### src/txd_pkg.sv
// Package with opcode encodings and decode constants for the trap/xor decoder
package txd_pkg;
  localparam int XLEN = 64;
  localparam int IMM_W = 16;
  // Instruction field positions
  localparam int OP_HI = 31;
  localparam int OP_LO = 26;
  localparam int ROW_HI = 31;
  localparam int ROW_LO = 29;
  localparam int COL_HI = 28;
  localparam int COL_LO = 26;
  localparam int SRC1_HI = 25;
  localparam int SRC1_LO = 21;
  localparam int SRC2_HI = 20;
  localparam int SRC2_LO = 16;
  localparam int RD_HI = 15;
  localparam int RD_LO = 11;
  localparam int FN_HI = 5;
  localparam int FN_LO = 0;
  localparam int CODE_HI = 15;
  localparam int CODE_LO = 6;
  // Primary opcodes
  localparam logic [5:0] OP_FUNCTION_GROUP = 6'h00;
  localparam logic [5:0] OP_BRANCH_TRAP_IMM = 6'h01;
  localparam logic [5:0] OP_XOR_IMM = 6'h0e;
  localparam logic [5:0] OP_SYSTEM_COPROC = 6'h10;
  localparam logic [5:0] OP_JUMP_LINK_EXCHANGE = 6'h1d;
  // Function codes
  localparam logic [5:0] FN_XOR = 6'h26;
  localparam logic [5:0] FN_TRAP_LT_U = 6'h33;
  localparam logic [5:0] FN_TRAP_NEQ = 6'h36;
  // Branch/trap immediate second-register codes
  localparam logic [4:0] SEL_TRAP_LT_IMM_U = 5'h0b;
  localparam logic [4:0] SEL_TRAP_NEQ_IMM = 5'h0e;
  // Coprocessor-0 function codes
  localparam logic [5:0] CP0_STANDBY = 6'h21;
  localparam logic [5:0] CP0_SUSPEND = 6'h22;
  localparam logic [5:0] CP0_POWER_DOWN_DEEP = 6'h23;

  typedef enum logic [3:0] {
    TXD_CLS_VALID,
    TXD_CLS_RESERVED,
    TXD_CLS_GAMMA,
    TXD_CLS_PHI,
    TXD_CLS_XI,
    TXD_CLS_DWORD,
    TXD_CLS_COPROC,
    TXD_CLS_EXCHANGE
  } txd_class_t;

  typedef enum logic [2:0] {
    TXD_PD_NONE,
    TXD_PD_STANDBY,
    TXD_PD_SUSPEND,
    TXD_PD_DEEP
  } txd_pd_t;
endpackage : txd_pkg

### src/txd_map_if.sv
// Interface carrying the decode-map lookup between the core and its map table
`timescale 1ns/10ps
interface txd_map_if;
  import txd_pkg::*;
  logic [31:0] instr;
  txd_class_t cls;
  txd_pd_t pd;
  modport core (output instr, input cls, pd);
  modport map (input instr, output cls, pd);
endinterface : txd_map_if

### src/txd_opmap.sv
// Combinational opcode map classifier for primary, function and cp0 groups
`timescale 1ns/10ps
module txd_opmap
  import txd_pkg::*;
(
  txd_map_if.map m
);
  logic [2:0] row;
  logic [2:0] col;
  logic [5:0] fn;
  logic [4:0] src1_sel;
  logic [4:0] src2_sel;
  assign row = m.instr[ROW_HI:ROW_LO];
  assign col = m.instr[COL_HI:COL_LO];
  assign fn = m.instr[FN_HI:FN_LO];
  assign src1_sel = m.instr[SRC1_HI:SRC1_LO];
  assign src2_sel = m.instr[SRC2_HI:SRC2_LO];

  always_comb
  begin
    m.cls = TXD_CLS_VALID;
    m.pd = TXD_PD_NONE;
    unique case ({row, col})
      OP_FUNCTION_GROUP:
      begin
        unique case (fn)
          6'h01, 6'h05, 6'h0a, 6'h0b, 6'h0e, 6'h15, 6'h35, 6'h37, 6'h39, 6'h3d:
            m.cls = TXD_CLS_RESERVED;
          6'h14, 6'h16, 6'h17, 6'h1c, 6'h1d, 6'h1e, 6'h1f, 6'h2c, 6'h2d, 6'h2e,
          6'h2f, 6'h38, 6'h3a, 6'h3b, 6'h3c, 6'h3e, 6'h3f:
            m.cls = TXD_CLS_DWORD;
          default: m.cls = TXD_CLS_VALID;
        endcase
      end
      OP_BRANCH_TRAP_IMM:
      begin
        unique case (src2_sel)
          5'h00, 5'h01, 5'h02, 5'h03, 5'h08, 5'h09, 5'h0a, 5'h0b, 5'h0c, 5'h0e,
          5'h10, 5'h11, 5'h12, 5'h13:
            m.cls = TXD_CLS_VALID;
          default: m.cls = TXD_CLS_RESERVED;
        endcase
      end
      OP_SYSTEM_COPROC:
      begin
        if (src1_sel[4])
        begin
          unique case (fn)
            6'h01, 6'h02, 6'h06, 6'h08, 6'h18: m.cls = TXD_CLS_VALID;
            6'h10: m.cls = TXD_CLS_XI;
            CP0_STANDBY: m.pd = TXD_PD_STANDBY;
            CP0_SUSPEND: m.pd = TXD_PD_SUSPEND;
            CP0_POWER_DOWN_DEEP: m.pd = TXD_PD_DEEP;
            default: m.cls = TXD_CLS_PHI;
          endcase
        end
        else
        begin
          unique case (src1_sel)
            5'h00, 5'h04: m.cls = TXD_CLS_VALID;
            5'h01, 5'h05: m.cls = TXD_CLS_DWORD;
            5'h08: m.cls = (src2_sel[4:2] == 3'h0) ? TXD_CLS_VALID : TXD_CLS_GAMMA;
            default: m.cls = TXD_CLS_GAMMA;
          endcase
        end
      end
      6'h11, 6'h12, 6'h19, 6'h1a, 6'h1d, 6'h1e, 6'h21, 6'h22, 6'h25, 6'h26:
        ;
      default:
        ;
    endcase
    unique case ({row, col})
      6'h13, 6'h1c, 6'h1e, 6'h1f, 6'h30, 6'h33, 6'h34, 6'h38, 6'h3b, 6'h3c:
        m.cls = TXD_CLS_RESERVED;
      6'h31, 6'h32, 6'h35, 6'h36, 6'h39, 6'h3a, 6'h3d, 6'h3e, 6'h11, 6'h12:
        m.cls = TXD_CLS_COPROC;
      6'h18, 6'h19, 6'h1a, 6'h1b, 6'h27, 6'h2c, 6'h2d, 6'h37, 6'h3f:
        m.cls = TXD_CLS_DWORD;
      OP_JUMP_LINK_EXCHANGE: m.cls = TXD_CLS_EXCHANGE;
      default: ;
    endcase
  end
endmodule : txd_opmap

### src/txd_core.sv
// Trap/xor execute slice with opcode classification and exception reporting
`timescale 1ns/10ps
module txd_core
  import txd_pkg::*;
(
  input wire logic core_clk,
  input wire logic rst,
  input wire logic issue_valid,
  input wire logic [31:0] issue_instr,
  input wire logic [XLEN-1:0] first_source_reg,
  input wire logic [XLEN-1:0] second_source_reg,
  input wire logic mode_64,
  input wire logic compressed_en,
  output logic done_valid,
  output logic wb_en,
  output logic [4:0] wb_addr,
  output logic [XLEN-1:0] wb_data,
  output logic exc_trap,
  output logic exc_reserved,
  output logic exc_coproc,
  output logic [1:0] power_down_req
);
  txd_map_if mbus ();
  txd_opmap u_map (.m(mbus.map));

  logic [5:0] op;
  logic [5:0] fn;
  logic [4:0] src2_f;
  logic [XLEN-1:0] imm_sx;
  logic [XLEN-1:0] imm_zx;
  logic is_fgrp;
  logic is_bgrp;
  logic next_trap;
  logic next_resv;
  logic next_wb;
  logic [4:0] next_wb_addr;
  logic [XLEN-1:0] next_wb_data;
  // Reference results for the checks, kept apart from the datapath
  logic chk_neq_reg;
  logic chk_lt_imm;
  logic chk_neq_imm;
  logic [XLEN-1:0] chk_xor_reg;
  logic [XLEN-1:0] chk_xor_imm;

  assign mbus.instr = issue_instr;
  assign op = issue_instr[OP_HI:OP_LO];
  assign fn = issue_instr[FN_HI:FN_LO];
  assign src2_f = issue_instr[SRC2_HI:SRC2_LO];
  assign imm_sx = {{(XLEN-IMM_W){issue_instr[IMM_W-1]}}, issue_instr[IMM_W-1:0]};
  assign imm_zx = {{(XLEN-IMM_W){1'b0}}, issue_instr[IMM_W-1:0]};
  assign is_fgrp = (op == OP_FUNCTION_GROUP);
  assign is_bgrp = (op == OP_BRANCH_TRAP_IMM);
  assign chk_neq_reg = first_source_reg != second_source_reg;
  assign chk_lt_imm = first_source_reg < imm_sx;
  assign chk_neq_imm = first_source_reg != imm_sx;
  assign chk_xor_reg = first_source_reg ^ second_source_reg;
  assign chk_xor_imm = first_source_reg ^ imm_zx;

  // Code field bits 15:6 enter the block below only as part of imm_sx, in the immediate trap terms
  always_comb
  begin
    next_trap = 1'b0;
    if (is_fgrp && fn == FN_TRAP_LT_U)
      next_trap = first_source_reg < second_source_reg;
    else if (is_fgrp && fn == FN_TRAP_NEQ)
      next_trap = first_source_reg != second_source_reg;
    else if (is_bgrp && src2_f == SEL_TRAP_LT_IMM_U)
      next_trap = first_source_reg < imm_sx;
    else if (is_bgrp && src2_f == SEL_TRAP_NEQ_IMM)
      next_trap = first_source_reg != imm_sx;
  end

  always_comb
  begin
    unique case (mbus.cls)
      TXD_CLS_RESERVED, TXD_CLS_GAMMA, TXD_CLS_XI: next_resv = 1'b1;
      TXD_CLS_DWORD: next_resv = !mode_64;
      TXD_CLS_EXCHANGE: next_resv = !compressed_en;
      default: next_resv = 1'b0;
    endcase
  end

  always_comb
  begin
    next_wb = 1'b0;
    next_wb_addr = issue_instr[RD_HI:RD_LO];
    next_wb_data = first_source_reg ^ second_source_reg;
    if (is_fgrp && fn == FN_XOR)
      next_wb = 1'b1;
    else if (op == OP_XOR_IMM)
    begin
      next_wb = 1'b1;
      next_wb_addr = src2_f;
      next_wb_data = first_source_reg ^ imm_zx;
    end
  end

  always_ff @(posedge core_clk)
  begin
    if (rst)
    begin
      done_valid <= 1'b0;
      exc_trap <= 1'b0;
      exc_reserved <= 1'b0;
      exc_coproc <= 1'b0;
    end
    else
    begin
      done_valid <= issue_valid;
      exc_trap <= issue_valid && next_trap && mbus.cls == TXD_CLS_VALID;
      exc_reserved <= issue_valid && next_resv;
      exc_coproc <= issue_valid && mbus.cls == TXD_CLS_COPROC;
    end
  end

  always_ff @(posedge core_clk)
  begin
    if (rst)
    begin
      wb_en <= 1'b0;
      wb_addr <= 5'h00;
      wb_data <= '0;
    end
    else
    begin
      wb_en <= issue_valid && next_wb;
      wb_addr <= next_wb_addr;
      wb_data <= next_wb_data;
    end
  end

  always_ff @(posedge core_clk)
  begin
    if (rst)
      power_down_req <= 2'h0;
    else if (issue_valid)
      power_down_req <= mbus.pd[1:0];
    else
      power_down_req <= 2'h0;
  end
endmodule : txd_core

### config.mk
export PLATFORM = sky130hd
export DESIGN_NAME = txd_core
export DESIGN_NICKNAME = d
export VERILOG_FILES = /design/src/txd_pkg.sv /design/src/txd_map_if.sv /design/src/txd_opmap.sv /design/src/txd_core.sv
export SDC_FILE = /design/constraint.sdc
export NUM_CORES = 1
export LEC_CHECK = 0
export BUFFER_PORTS_ARGS = -buffer_cell sky130_fd_sc_hd__buf_4
export CAP_MARGIN = 25
export CELL_PAD_IN_SITES_DETAIL_PLACEMENT = 1
export CELL_PAD_IN_SITES_GLOBAL_PLACEMENT = 1
export CORE_ASPECT_RATIO = 1.2
export CORE_UTILIZATION = 32
export DETAILED_ROUTE_END_ITERATION = 10
export GPL_TIMING_DRIVEN = 0
export PLACE_DENSITY_LB_ADDON = 0.1
export SYNTH_ARGS = -nofsm -noshare
export SYNTH_HDL_FRONTEND = slang
export SYNTH_SLANG_ARGS = --single-unit
### constraint.sdc
create_clock -name core_clk -period 2.6 [get_ports core_clk]
set_input_delay 0.26 -clock core_clk [delete_from_list [all_inputs] [get_ports core_clk]]
set_output_delay 0.26 -clock core_clk [all_outputs]
set_load 0.01 [all_outputs]
Word level (Yosys, flattened, before mapping)

Memory sizes are Yosys's and may differ from the RTL's.
Cells that the tools add are included.

Magnitude comparators: 2
Equality and inequality tests: 59
Multiplexer cells: 18
Bitwise logic cells: 5
Reductions and logical operators: 24

Operator list:

| cell                 | count |
|---|---|
| $eq A6 B6 Y1 const B | 25 |
| $lt A64 B64 Y1       | 2 |
| $mux W64             | 2 |
| $ne A64 B64 Y1       | 2 |
| $eq A6 B5 Y1 const B | 14 |
| $xor A64 B16 Y64     | 1 |
| $xor A64 B64 Y64     | 1 |
| $pmux W4 S3          | 2 |
| $reduce_or A10 Y1    | 2 |
| $eq A4 B3 Y1 const B | 4 |
| $pmux W4 S4          | 1 |
| $eq A5 B4 Y1 const B | 3 |
| $eq A6 B1 Y1 const B | 2 |
| $eq A6 B4 Y1 const B | 2 |
| $eq A5 B3 Y1 const B | 2 |
| $logic_and A1 B1 Y1  | 10 |
| $mux W5              | 2 |
| $reduce_or A9 Y1     | 1 |
| $reduce_or A8 Y1     | 1 |
| $eq A6 B2 Y1 const B | 1 |
| $eq A6 B3 Y1 const B | 1 |
| $logic_not A6 Y1     | 1 |
| $mux W1              | 6 |
| $pmux W2 S3          | 1 |
| other kinds (15)     | 19 |

Flip-flop bits (word level): 76
Bits in read-only memories: 160
Input bits: 165
Output and inout port bits: 76
Word-level logic and storage cells: 118
Memories: 2

Memory list:

| memory          | depth | width | rd ports | clocked after memory_dff | wr ports | RTL line        | source |
|---|---|---|---|---|---|---|---|
| (no name shown) | 64    | 2     | 1        | 0                        | 0        | txd_opmap.sv:26 | `unique case (fn)` |
| (no name shown) | 32    | 1     | 1        | 0                        | 0        | txd_opmap.sv:37 | `unique case (src2_sel)` |

Longest topological paths before layout

Gate-level depths: netlist of run 1.

Depth after elaboration: 10
Gate-level depth with buffers: 10
Gate-level depth less buffers: 9

By module

Synthesis of run 1 repeated with hierarchy kept, for this count alone.

Cell total of the unflattened synthesis: 758
Area, all modules: 6182.2 um^2

Modules (own cells, without submodules):

| module    | instances | cells each | area an instance (um^2) | sequential area each (um^2) |
|---|---|---|---|---|
| txd_core  | 1         | 684        | 5695.5                  | 1521.5 |
| txd_opmap | 1         | 74         | 486.7                   | 0.0 |

Worst setup path before layout of run 1

No wires, ideal clock.

Path type: in2reg
From: input issue_instr[15]
To: register exc_trap
Setup time: 0.130 ns
Arrival time: 2.616 ns
Required time: 2.470 ns
Path slack: -0.147 ns
Stages on the path: 9
Cell sequence: inv_1 -> ha_1 -> nand4_1 -> or4_1 -> a21oi_1 -> a211oi_1 -> a21o_1 -> nand4_1 -> a311oi_2

Cells in the longest elaborated chain, start to end: 7
Elaborated cells between the ends (all ways): 8
Classes of those cells: 1 x order compare; 1 x eq/ne; 4 x mux; 2 x reduce/logical

Ends and longest elaborated chain:

| element                                                | RTL line        | source |
|---|---|---|
| from (decl)                                            | txd_core.sv:9   | `input wire logic [31:0] issue_instr,` |
| branches (longest 2 deep; another with $lt A64 B64 Y1) | -               |  |
| $mux W1 *                                              | txd_core.sv:67  | `else if (is_bgrp && src2_f == SEL_TRAP_LT_IMM_U)` |
| $mux W1 *                                              | txd_core.sv:65  | `else if (is_fgrp && fn == FN_TRAP_NEQ)` |
| $mux W1 *                                              | txd_core.sv:63  | `if (is_fgrp && fn == FN_TRAP_LT_U)` |
| $logic_and A1 B1 Y1 * (2 in a row)                     | txd_core.sv:110 | `exc_trap <= issue_valid && next_trap && mbus.cls == TXD_CLS_VALID;` |
| to (signal assigned)                                   | txd_core.sv:103 | `exc_trap <= 1'b0;` |
| to (signal assigned)                                   | txd_core.sv:110 |  |
| to (decl)                                              | txd_core.sv:18  | `output logic exc_trap,` |

Mark *: on every way between the ends.
A chain may end at the register's enable or synchronous reset.

Final worst setup path of run 1

From: input first_source_reg[62]
To: register exc_trap

Cells in the longest elaborated chain, start to end: 7
Elaborated cells between the ends (all ways): 10
Classes of those cells: 2 x order compare; 2 x eq/ne; 4 x mux; 2 x reduce/logical

Ends and longest elaborated chain:

| element                                                | RTL line        | source |
|---|---|---|
| from (decl)                                            | txd_core.sv:10  | `input wire logic [XLEN-1:0] first_source_reg,` |
| branches (longest 4 deep; another with $lt A64 B64 Y1) | -               |  |
| $mux W1 *                                              | txd_core.sv:63  |  |
| $logic_and A1 B1 Y1 * (2 in a row)                     | txd_core.sv:110 |  |

Marks and branches as above.

==> qor.yml, run 1 <==
status:
  status: "finished, final reports clean"
placed_design:
  dp_slack_ps: -1210
  hpwl_um: 18200
  portBuffers: 232
  gp_congestion: 0.885
  dpl-instance-area_um2: 8200
layout:
  regArea_um2: 1520
  drive_gt1_share_pct: 27.7
  syn2layout_area_growth_pct: 40.5
  design_area_um2: 8600
  post-route-util_pct: 45.8
  nets: 1304
  multi_input_area_um2: 4150
  n_antenna_cell: 0
  fillCellCount: 2352
power:
  seqPwrFrac_pct: 33.7
  pwr-share-clk_pct: 37.3
  p_sw_mw: 1.16
  p_per_area_nw_per_um2: 441
  vdd_drop_max_uv: 291
  p_sw_share_pct: 30.5
  leakage_nw: 4.30
  combPwrFrac_pct: 29.0
  power.internal_mw: 2.64
clock_tree:
  cts_tree: "built"
  cts_root_buffer: "clkbuf_16"
  h-tree-depth: 3
  cts_sinks: 76
  cts_hold_buf: 0
  clockBufferDepth: 2
  clkTransAtPathRegs_ps: 60
  numCtsBuffers: 9
job:
  drv_cap: 0
synthesis:
  avgSynthCellArea_um2: 8.03
  synthCells: 762
  synth_fp_nets: 1055
  synthAdderAreaFrac_pct: 26.2
  synthArstFlopShare_pct: 0
  synth_ff_type: "dfxtp_1"
  synth_top_family_by_area: "adder cells"
  ys_types: 53
  synth_warnings: 0
  synthSimpleGateAreaFrac_pct: 18.6
  synth_compound_area_share_pct: 21.8
  synth_seq_cells: 76
  synth_xor_area_share_pct: 0.286
  synth_edf_count: 0
  syn_area_um2: 6120
  yosysSeqAreaShare_pct: 24.9
  muxShareOfSynthArea_pct: 0.348
timing:
  max-slew-margin-rel_pct: 44.5
  rsz0062_at_grt: "false"
  worst_slack_ps: 234
  hold_viol: 0
  fmax_mhz: 423
  setup_tns_ps: 0
  min_period_ps: 2370
  slew_violations: 0
  worst_pin_slew_ps: 826
  post-route-period-util_pct: 91.0
  setup_viol: 0
detailed_routing:
  drt_iter0_markers: 134
  viasPerCell: 5.09
  wirelength_um: 22300
  drtPass1Iterations: 4
  drcViolationCount: 0
  antenna_left: 0
  via_count: 6473
  wire_per_inst_um: 17.5
floorplanning:
  rows: 55
  start_util_pct: 32.6
  dieWidth_um: 128
  design.core.area_um2: 18800
  die_h_um: 154
  dieArea_um2: 19700
  io_pins: 241
setup_path:
  crit_top_cell: "nand4_1"
  critical_path_required_ps: 2820
  crit_path_max_fanout: 3
  slowest_stage: "nor3_1"
  path_buf_inv: 1
  crit_family: "simple AND/OR/NAND/NOR gates"
  worst_setup_path_end_kind: "flop"
  crit_arrival_ps: 2580
  start_kind: "primary input"
  crit_chain: "buf_4, ha_1, nand4_1, or2_2, nor3_2, nand4_1, nor3_1, o22a_1, a311oi_2"
  crit_type: "in -> reg"
  cpPeakStageDelay_ps: 390
global_routing:
  grt_overflow_total: 0
  antenna_found_initial: 0
  grt_pass1_wl_um: 35100
  grt_max_degree: 25
  grt_pass1_vias: 6804
  grtUsageTotal_pct: 22.9
hold_path:
  hold_path.class: "in -> reg"
-- Yosys cell counts, types with 11 or more instances --
| cell type | count | area [µm²] |
|---|---|---|
| nor3_1 | 11 | 55.1 |
| o21ai_0 | 23 | 115 |
| a21o_1 | 12 | 90.1 |
| nand3_1 | 12 | 60.1 |
| a21oi_1 | 68 | 340 |
| ha_1 | 128 | 1600 |
| nand4_1 | 28 | 175 |
| and2_1 | 17 | 106 |
| inv_1 | 86 | 323 |
| dfxtp_1 | 76 | 1520 |
| clkbuf_1 | 20 | 75.1 |
| nor2_1 | 66 | 248 |
| a211oi_1 | 69 | 518 |
| nand2_1 | 52 | 195 |
-- flip-flops by register name, summed over array words and instances, names as in the netlist --
signal and count:
wb_data 64, done_valid 1, exc_coproc 1, exc_reserved 1
exc_trap 1, power_down_req 2, wb_addr 5, wb_en 1
-- layer usage --
metal / GRT usage [%] / part of all wire [%] / vias to the layer above
li1: - / - / 3258
met1: 25.7 / 40 / 3045
met2: 43.4 / 53 / 150
met3: 4.14 / 4.8 / 20
met4: 6.33 / 1.5 / 0
met5: 0 / 0 / -
-- path summary, 6_finish.rpt --
| kind | startpoint | endpoint | depth (start not counted) |
|---|---|---|---|
| worst max-delay path | first_source_reg[62] | exc_trap | 9 |
| worst min-delay path | issue_instr[17] | wb_addr[1] | 3 |
-- power groups by stage --
stage | clock [mW] | combinational, mW | sequential (mW)
finish | 1.41 | 1.10 | 1.28
global route | 1.49 | 1.23 | 1.29
CTS | 1.44 | 1.11 | 1.28
detailed placement | 0 | 1.09 | 1.31
global placement | 0 | 1.07 | 1.30
floorplan | 0 | 0.505 | 1.35
-- tightest hold or removal path: stages --
cell and delay (ps):
buf_4 110, nand2_1 50, a21oi_1 50
-- final cells by class --
| type | instances | share of cell area (%) |
|---|---|---|
| buffer | 33 | 1.80 |
| timing repair inverter | 4 | 0.349 |
| timing repair buffer | 234 | 20.6 |
| clock inverter | 6 | 1.00 |
| inverter | 88 | 3.89 |
| sequential | 76 | 17.7 |
| clock buffer | 10 | 2.66 |
| multi-input combinational | 565 | 48.3 |
| tap | 256 | 3.73 |
-- placed cells by master (no fill, tap or decap), types with 4 or more instances in the layout --
cell	n
inv_1	85
nor4_1	5
nor2b_1	10
o211ai_1	4
ha_1	127
dfxtp_1	76
nor3_1	10
clkbuf_1	21
a21oi_1	68
nand2b_1	5
nand4_1	28
buf_2	10
o22ai_1	4
o21ai_0	23
or4_1	4
nand2_1	52
buf_4	234
clkbuf_16	9
a21o_1	12
nor2_1	66
a211oi_1	69
clkinvlp_4	6
and2_1	17
nand3_1	12
-- logic make-up after synthesis --
group / Yosys count
compound gates: 204
xor+xnor: 2
fa+ha+maj: 128
buf+inv: 121
flops: 76
mux: 2
simple gates: 229
-- timing repair --
item / in CTS / in global routing
gates resized for setup: 3 / 5
setup endpoints to repair: 1 / 1
setup buffers: 0 / 2
gates cloned: 2 / 2
-- metrics by stage --
step                      hold slack, ps  power, mW  instances
after floorplan                      392       1.85        762
final                                182       3.79       1272
after CTS                            178       3.83       1268
after global placement               546       2.38       1250
after global routing                 195       4.01       1272
after detailed placement             541       2.40       1250
(Power assumes the default switching activity.)
==> run 2: changes to the inputs <==
--- a/config.mk
+++ b/config.mk
@@ -5,12 +5,13 @@
 export SDC_FILE = /design/constraint.sdc
 export NUM_CORES = 1
 export LEC_CHECK = 0
+export ABC_AREA = 1
 export BUFFER_PORTS_ARGS = -buffer_cell sky130_fd_sc_hd__buf_4
 export CAP_MARGIN = 25
 export CELL_PAD_IN_SITES_DETAIL_PLACEMENT = 1
 export CELL_PAD_IN_SITES_GLOBAL_PLACEMENT = 1
 export CORE_ASPECT_RATIO = 1.2
-export CORE_UTILIZATION = 32
+export CORE_UTILIZATION = 31
 export DETAILED_ROUTE_END_ITERATION = 10
 export GPL_TIMING_DRIVEN = 0
 export PLACE_DENSITY_LB_ADDON = 0.1
==> run 2 against run 1 <==
Effect of this change: non-clock buffer count fell by 4; flip-flop and latch count did not move; synthesized cell count rose by 18%; first-iteration DRC count rose by 19%; maximum frequency rose by 3.6%; critical endpoint unchanged; largest cell class unchanged; highest routed layer unchanged.
==> qor.yml, run 2 <==
status:
  status: "finished, final reports clean"
detailed_routing:
  wirelength_um: 22100  # -0.83%
  drtPass1Iterations: 4  # unchanged
  via_count: 6845  # +5.7%
  antenna_left: 0  # unchanged
  viasPerCell: 4.84  # -4.9%
  drt_iter0_markers: 159  # +19%
  wire_per_inst_um: 15.6  # -11%
  drcViolationCount: 0  # unchanged
clock_tree:
  clockBufferDepth: 2  # unchanged
  cts_hold_buf: 0  # unchanged
  cts_setup_buffers: 0  # unchanged
  cts_tree: "built"
  h-tree-depth: 3  # unchanged
  numCtsBuffers: 9  # unchanged
  cts_sinks: 76  # unchanged
  clkTransAtPathRegs_ps: 60  # about the same
  post_cts_resize_count: 0  # -3
  cts_root_buffer: "clkbuf_16"
synthesis:
  synthCells: 897  # +18%
  synth_edf_count: 0  # unchanged
  synth_seq_cells: 76  # unchanged
  synth_fp_nets: 1190  # +13%
  synthTopCellsByArea: "ha_1 (26%), dfxtp_1 (25%), nand2_1 (11%)"
  ys_types: 29  # -45%
  syn_area_um2: 6200  # +1.2%
  synth_warnings: 0  # unchanged
  synth_top_cell_area_share_pct: 25.8  # -0.32 points
  synthArstFlopShare_pct: 0  # unchanged
  synth_most_common_cell: "nand2_1"
  synth_ff_type: "dfxtp_1"
  avgSynthCellArea_um2: 6.91  # -14%
  yosysTopAreaCell: "ha_1"
  yosysSeqAreaShare_pct: 24.6  # -0.31 points
  synth_common_cells: "nand2_1 (179), inv_1 (133), a21oi_1 (132)"
global_routing:
  grt_pass1_wl_um: 35100  # about the same
  antenna_found_initial: 0  # unchanged
  grt_overflow_total: 0  # unchanged
  grt_max_degree: 31  # +24%
  grtUsageTotal_pct: 22.2  # -0.67 points
  grt_pass1_vias: 7078  # +4.0%
floorplanning:
  io_pins: 241  # unchanged
  design.core.area_um2: 19500  # +4.1%
  start_util_pct: 31.7  # -0.88 points
  dieWidth_um: 131  # +2.2%
  rows: 56  # +1.8%
  die_h_um: 157  # +2.2%
  dieArea_um2: 20600  # +4.5%
layout:
  fillCellCount: 2549  # +8.4%
  n_antenna_cell: 0  # unchanged
  nets: 1442  # +11%
  top_register: "wb_data"
  final_common_cell: "buf_4"
  reg_top3: "wb_data x64, wb_addr x5, power_down_req x2"
  largest_register_ffs: 64  # unchanged
  syn2layout_area_growth_pct: 39.8
  fin_cells: 1415  # +11%
  final_cell_mix: "buf_4 (240), nand2_1 (179), inv_1 (132), a21oi_1 (132), ha_1 (128)"
  drive_gt1_share_pct: 23.8  # -3.8 points
timing:
  hold_viol: 0  # unchanged
  worst_slack_ps: 315  # +81.3 ps
  post-route-period-util_pct: 87.9  # -3.1 points
  setup_viol: 0  # unchanged
  min_period_ps: 2280  # -81.3 ps
  rsz0062_at_grt: "false"
  worst_pin_slew_ps: 670  # -156 ps
  max-slew-margin-rel_pct: 55.2  # +11 points
  fmax_mhz: 438  # +3.6%
  slew_violations: 0  # unchanged
setup_path:
  worstSetupEndpoint: "exc_trap"
  crit_path_max_fanout: 30  # +27
  startpoint: "issue_instr[15]"
  critical_path_required_ps: 2840  # +20 ps
  crit_type: "in -> reg"
  worst_setup_path_end_kind: "flop"
  start_kind: "primary input"
  crit_arrival_ps: 2530  # -50 ps
power:
  vdd_drop_max_uv: 309  # +6.4%
  leakage_nw: 4.69  # +9.1%
  total_power_mw: 3.80  # +0.24%
  p_per_area_nw_per_um2: 439  # -0.51%
job:
  drv_cap: 0  # unchanged
placed_design:
  dp_slack_ps: -90.3  # +1120 ps
  hpwl_um: 18300  # +0.62%
  portBuffers: 240  # +3.4%
  dp.cells: 1399  # +12%
  gp_congestion: 0.862  # -2.5%
hold_path:
  hold_path.class: "in -> reg"
==> run 2: cell types whose count changed after synthesis, sizes merged, moves of 11 or more <==
cell / delta
a211oi: -69
a21oi: +64
and2: -17
inv: +48
nand2: +133
nand3: +17
nand4: -11
o21ai: +54
==> run 2: layer usage <==
| metal | track usage [%] | wire, µm | vias up |
|---|---|---|---|
| li1 | - | - | 3502 |
| met2 | 42.0 | 11600 | 151 |
| met5 | 0 | 0 | - |
| met1 | 25.3 | 9230 | 3169 |
| met4 | 7.44 | 421 | 0 |
| met3 | 2.77 | 876 | 23 |
==> run 2: report_power, final <==
group / switching (mW) / total (mW) / internal [mW]
clock: 0.557 / 1.40 / 0.842
sequential: 0.0271 / 1.28 / 1.25
combinational: 0.590 / 1.12 / 0.533
total: 1.17 / 3.80 / 2.63
==> run 2: worst max-delay path: stages <==
cell     delay, ps
buf_4          110
inv_2          370
buf_12         260
ha_1           170
nand2_1         70
nor2_1         190
nand2_1        130
nor4_1         400
nand2_1        110
nand2_1         70
nand2_1         50
nand2_1         70
nand2_1         60
a21oi_1        130
nor2_1          50
==> run 2: worst min-delay path by stage <==
stage,depth (start not counted),slack [ps],endpoint,start
after floorplan,1,330,exc_coproc,rst
after global placement,2,450,exc_coproc,rst
after detailed placement,2,460,exc_coproc,rst
after CTS,2,90,exc_coproc,rst
after global routing,2,90,exc_coproc,rst
final,2,90,exc_coproc,rst
==> run 2: final cells by class <==
cell class	instances	area (µm²)	share of cell area, %
Buffer	22	86.3	0.997
Clock buffer	10	229	2.64
Clock inverter	6	88.8	1.03
Inverter	136	510	5.89
Multi-Input combinational cell	663	4080	47.1
Sequential cell	76	1520	17.6
Tap cell	261	327	3.77
Timing Repair Buffer	241	1820	21.0
==> run 2: stage by stage <==
stage / setup TNS, ps / area [µm²] / util, % / hold WS, ps
2_1_floorplan: 0 / 6200 / - / 332
3_3_place_gp: -919 / 8330 / 42.6 / 451
3_5_place_dp: -90.3 / 8350 / 42.7 / 459
4_1_cts: 0 / 8660 / 44.3 / 85.1
5_1_grt: 0 / 8660 / 44.3 / 92.8
6_report: 0 / 8660 / 44.3 / 94.8
==> run 2: cell families after synthesis <==
logic type	count (synthesis)	synth area share (%)
adder cells (fa/ha/maj)	128	25.8
AND/OR/NAND/NOR	310	21.1
AO/OA/AOI/OAI	225	18.9
flip-flops	76	24.6
buffers and inverters	158	9.63
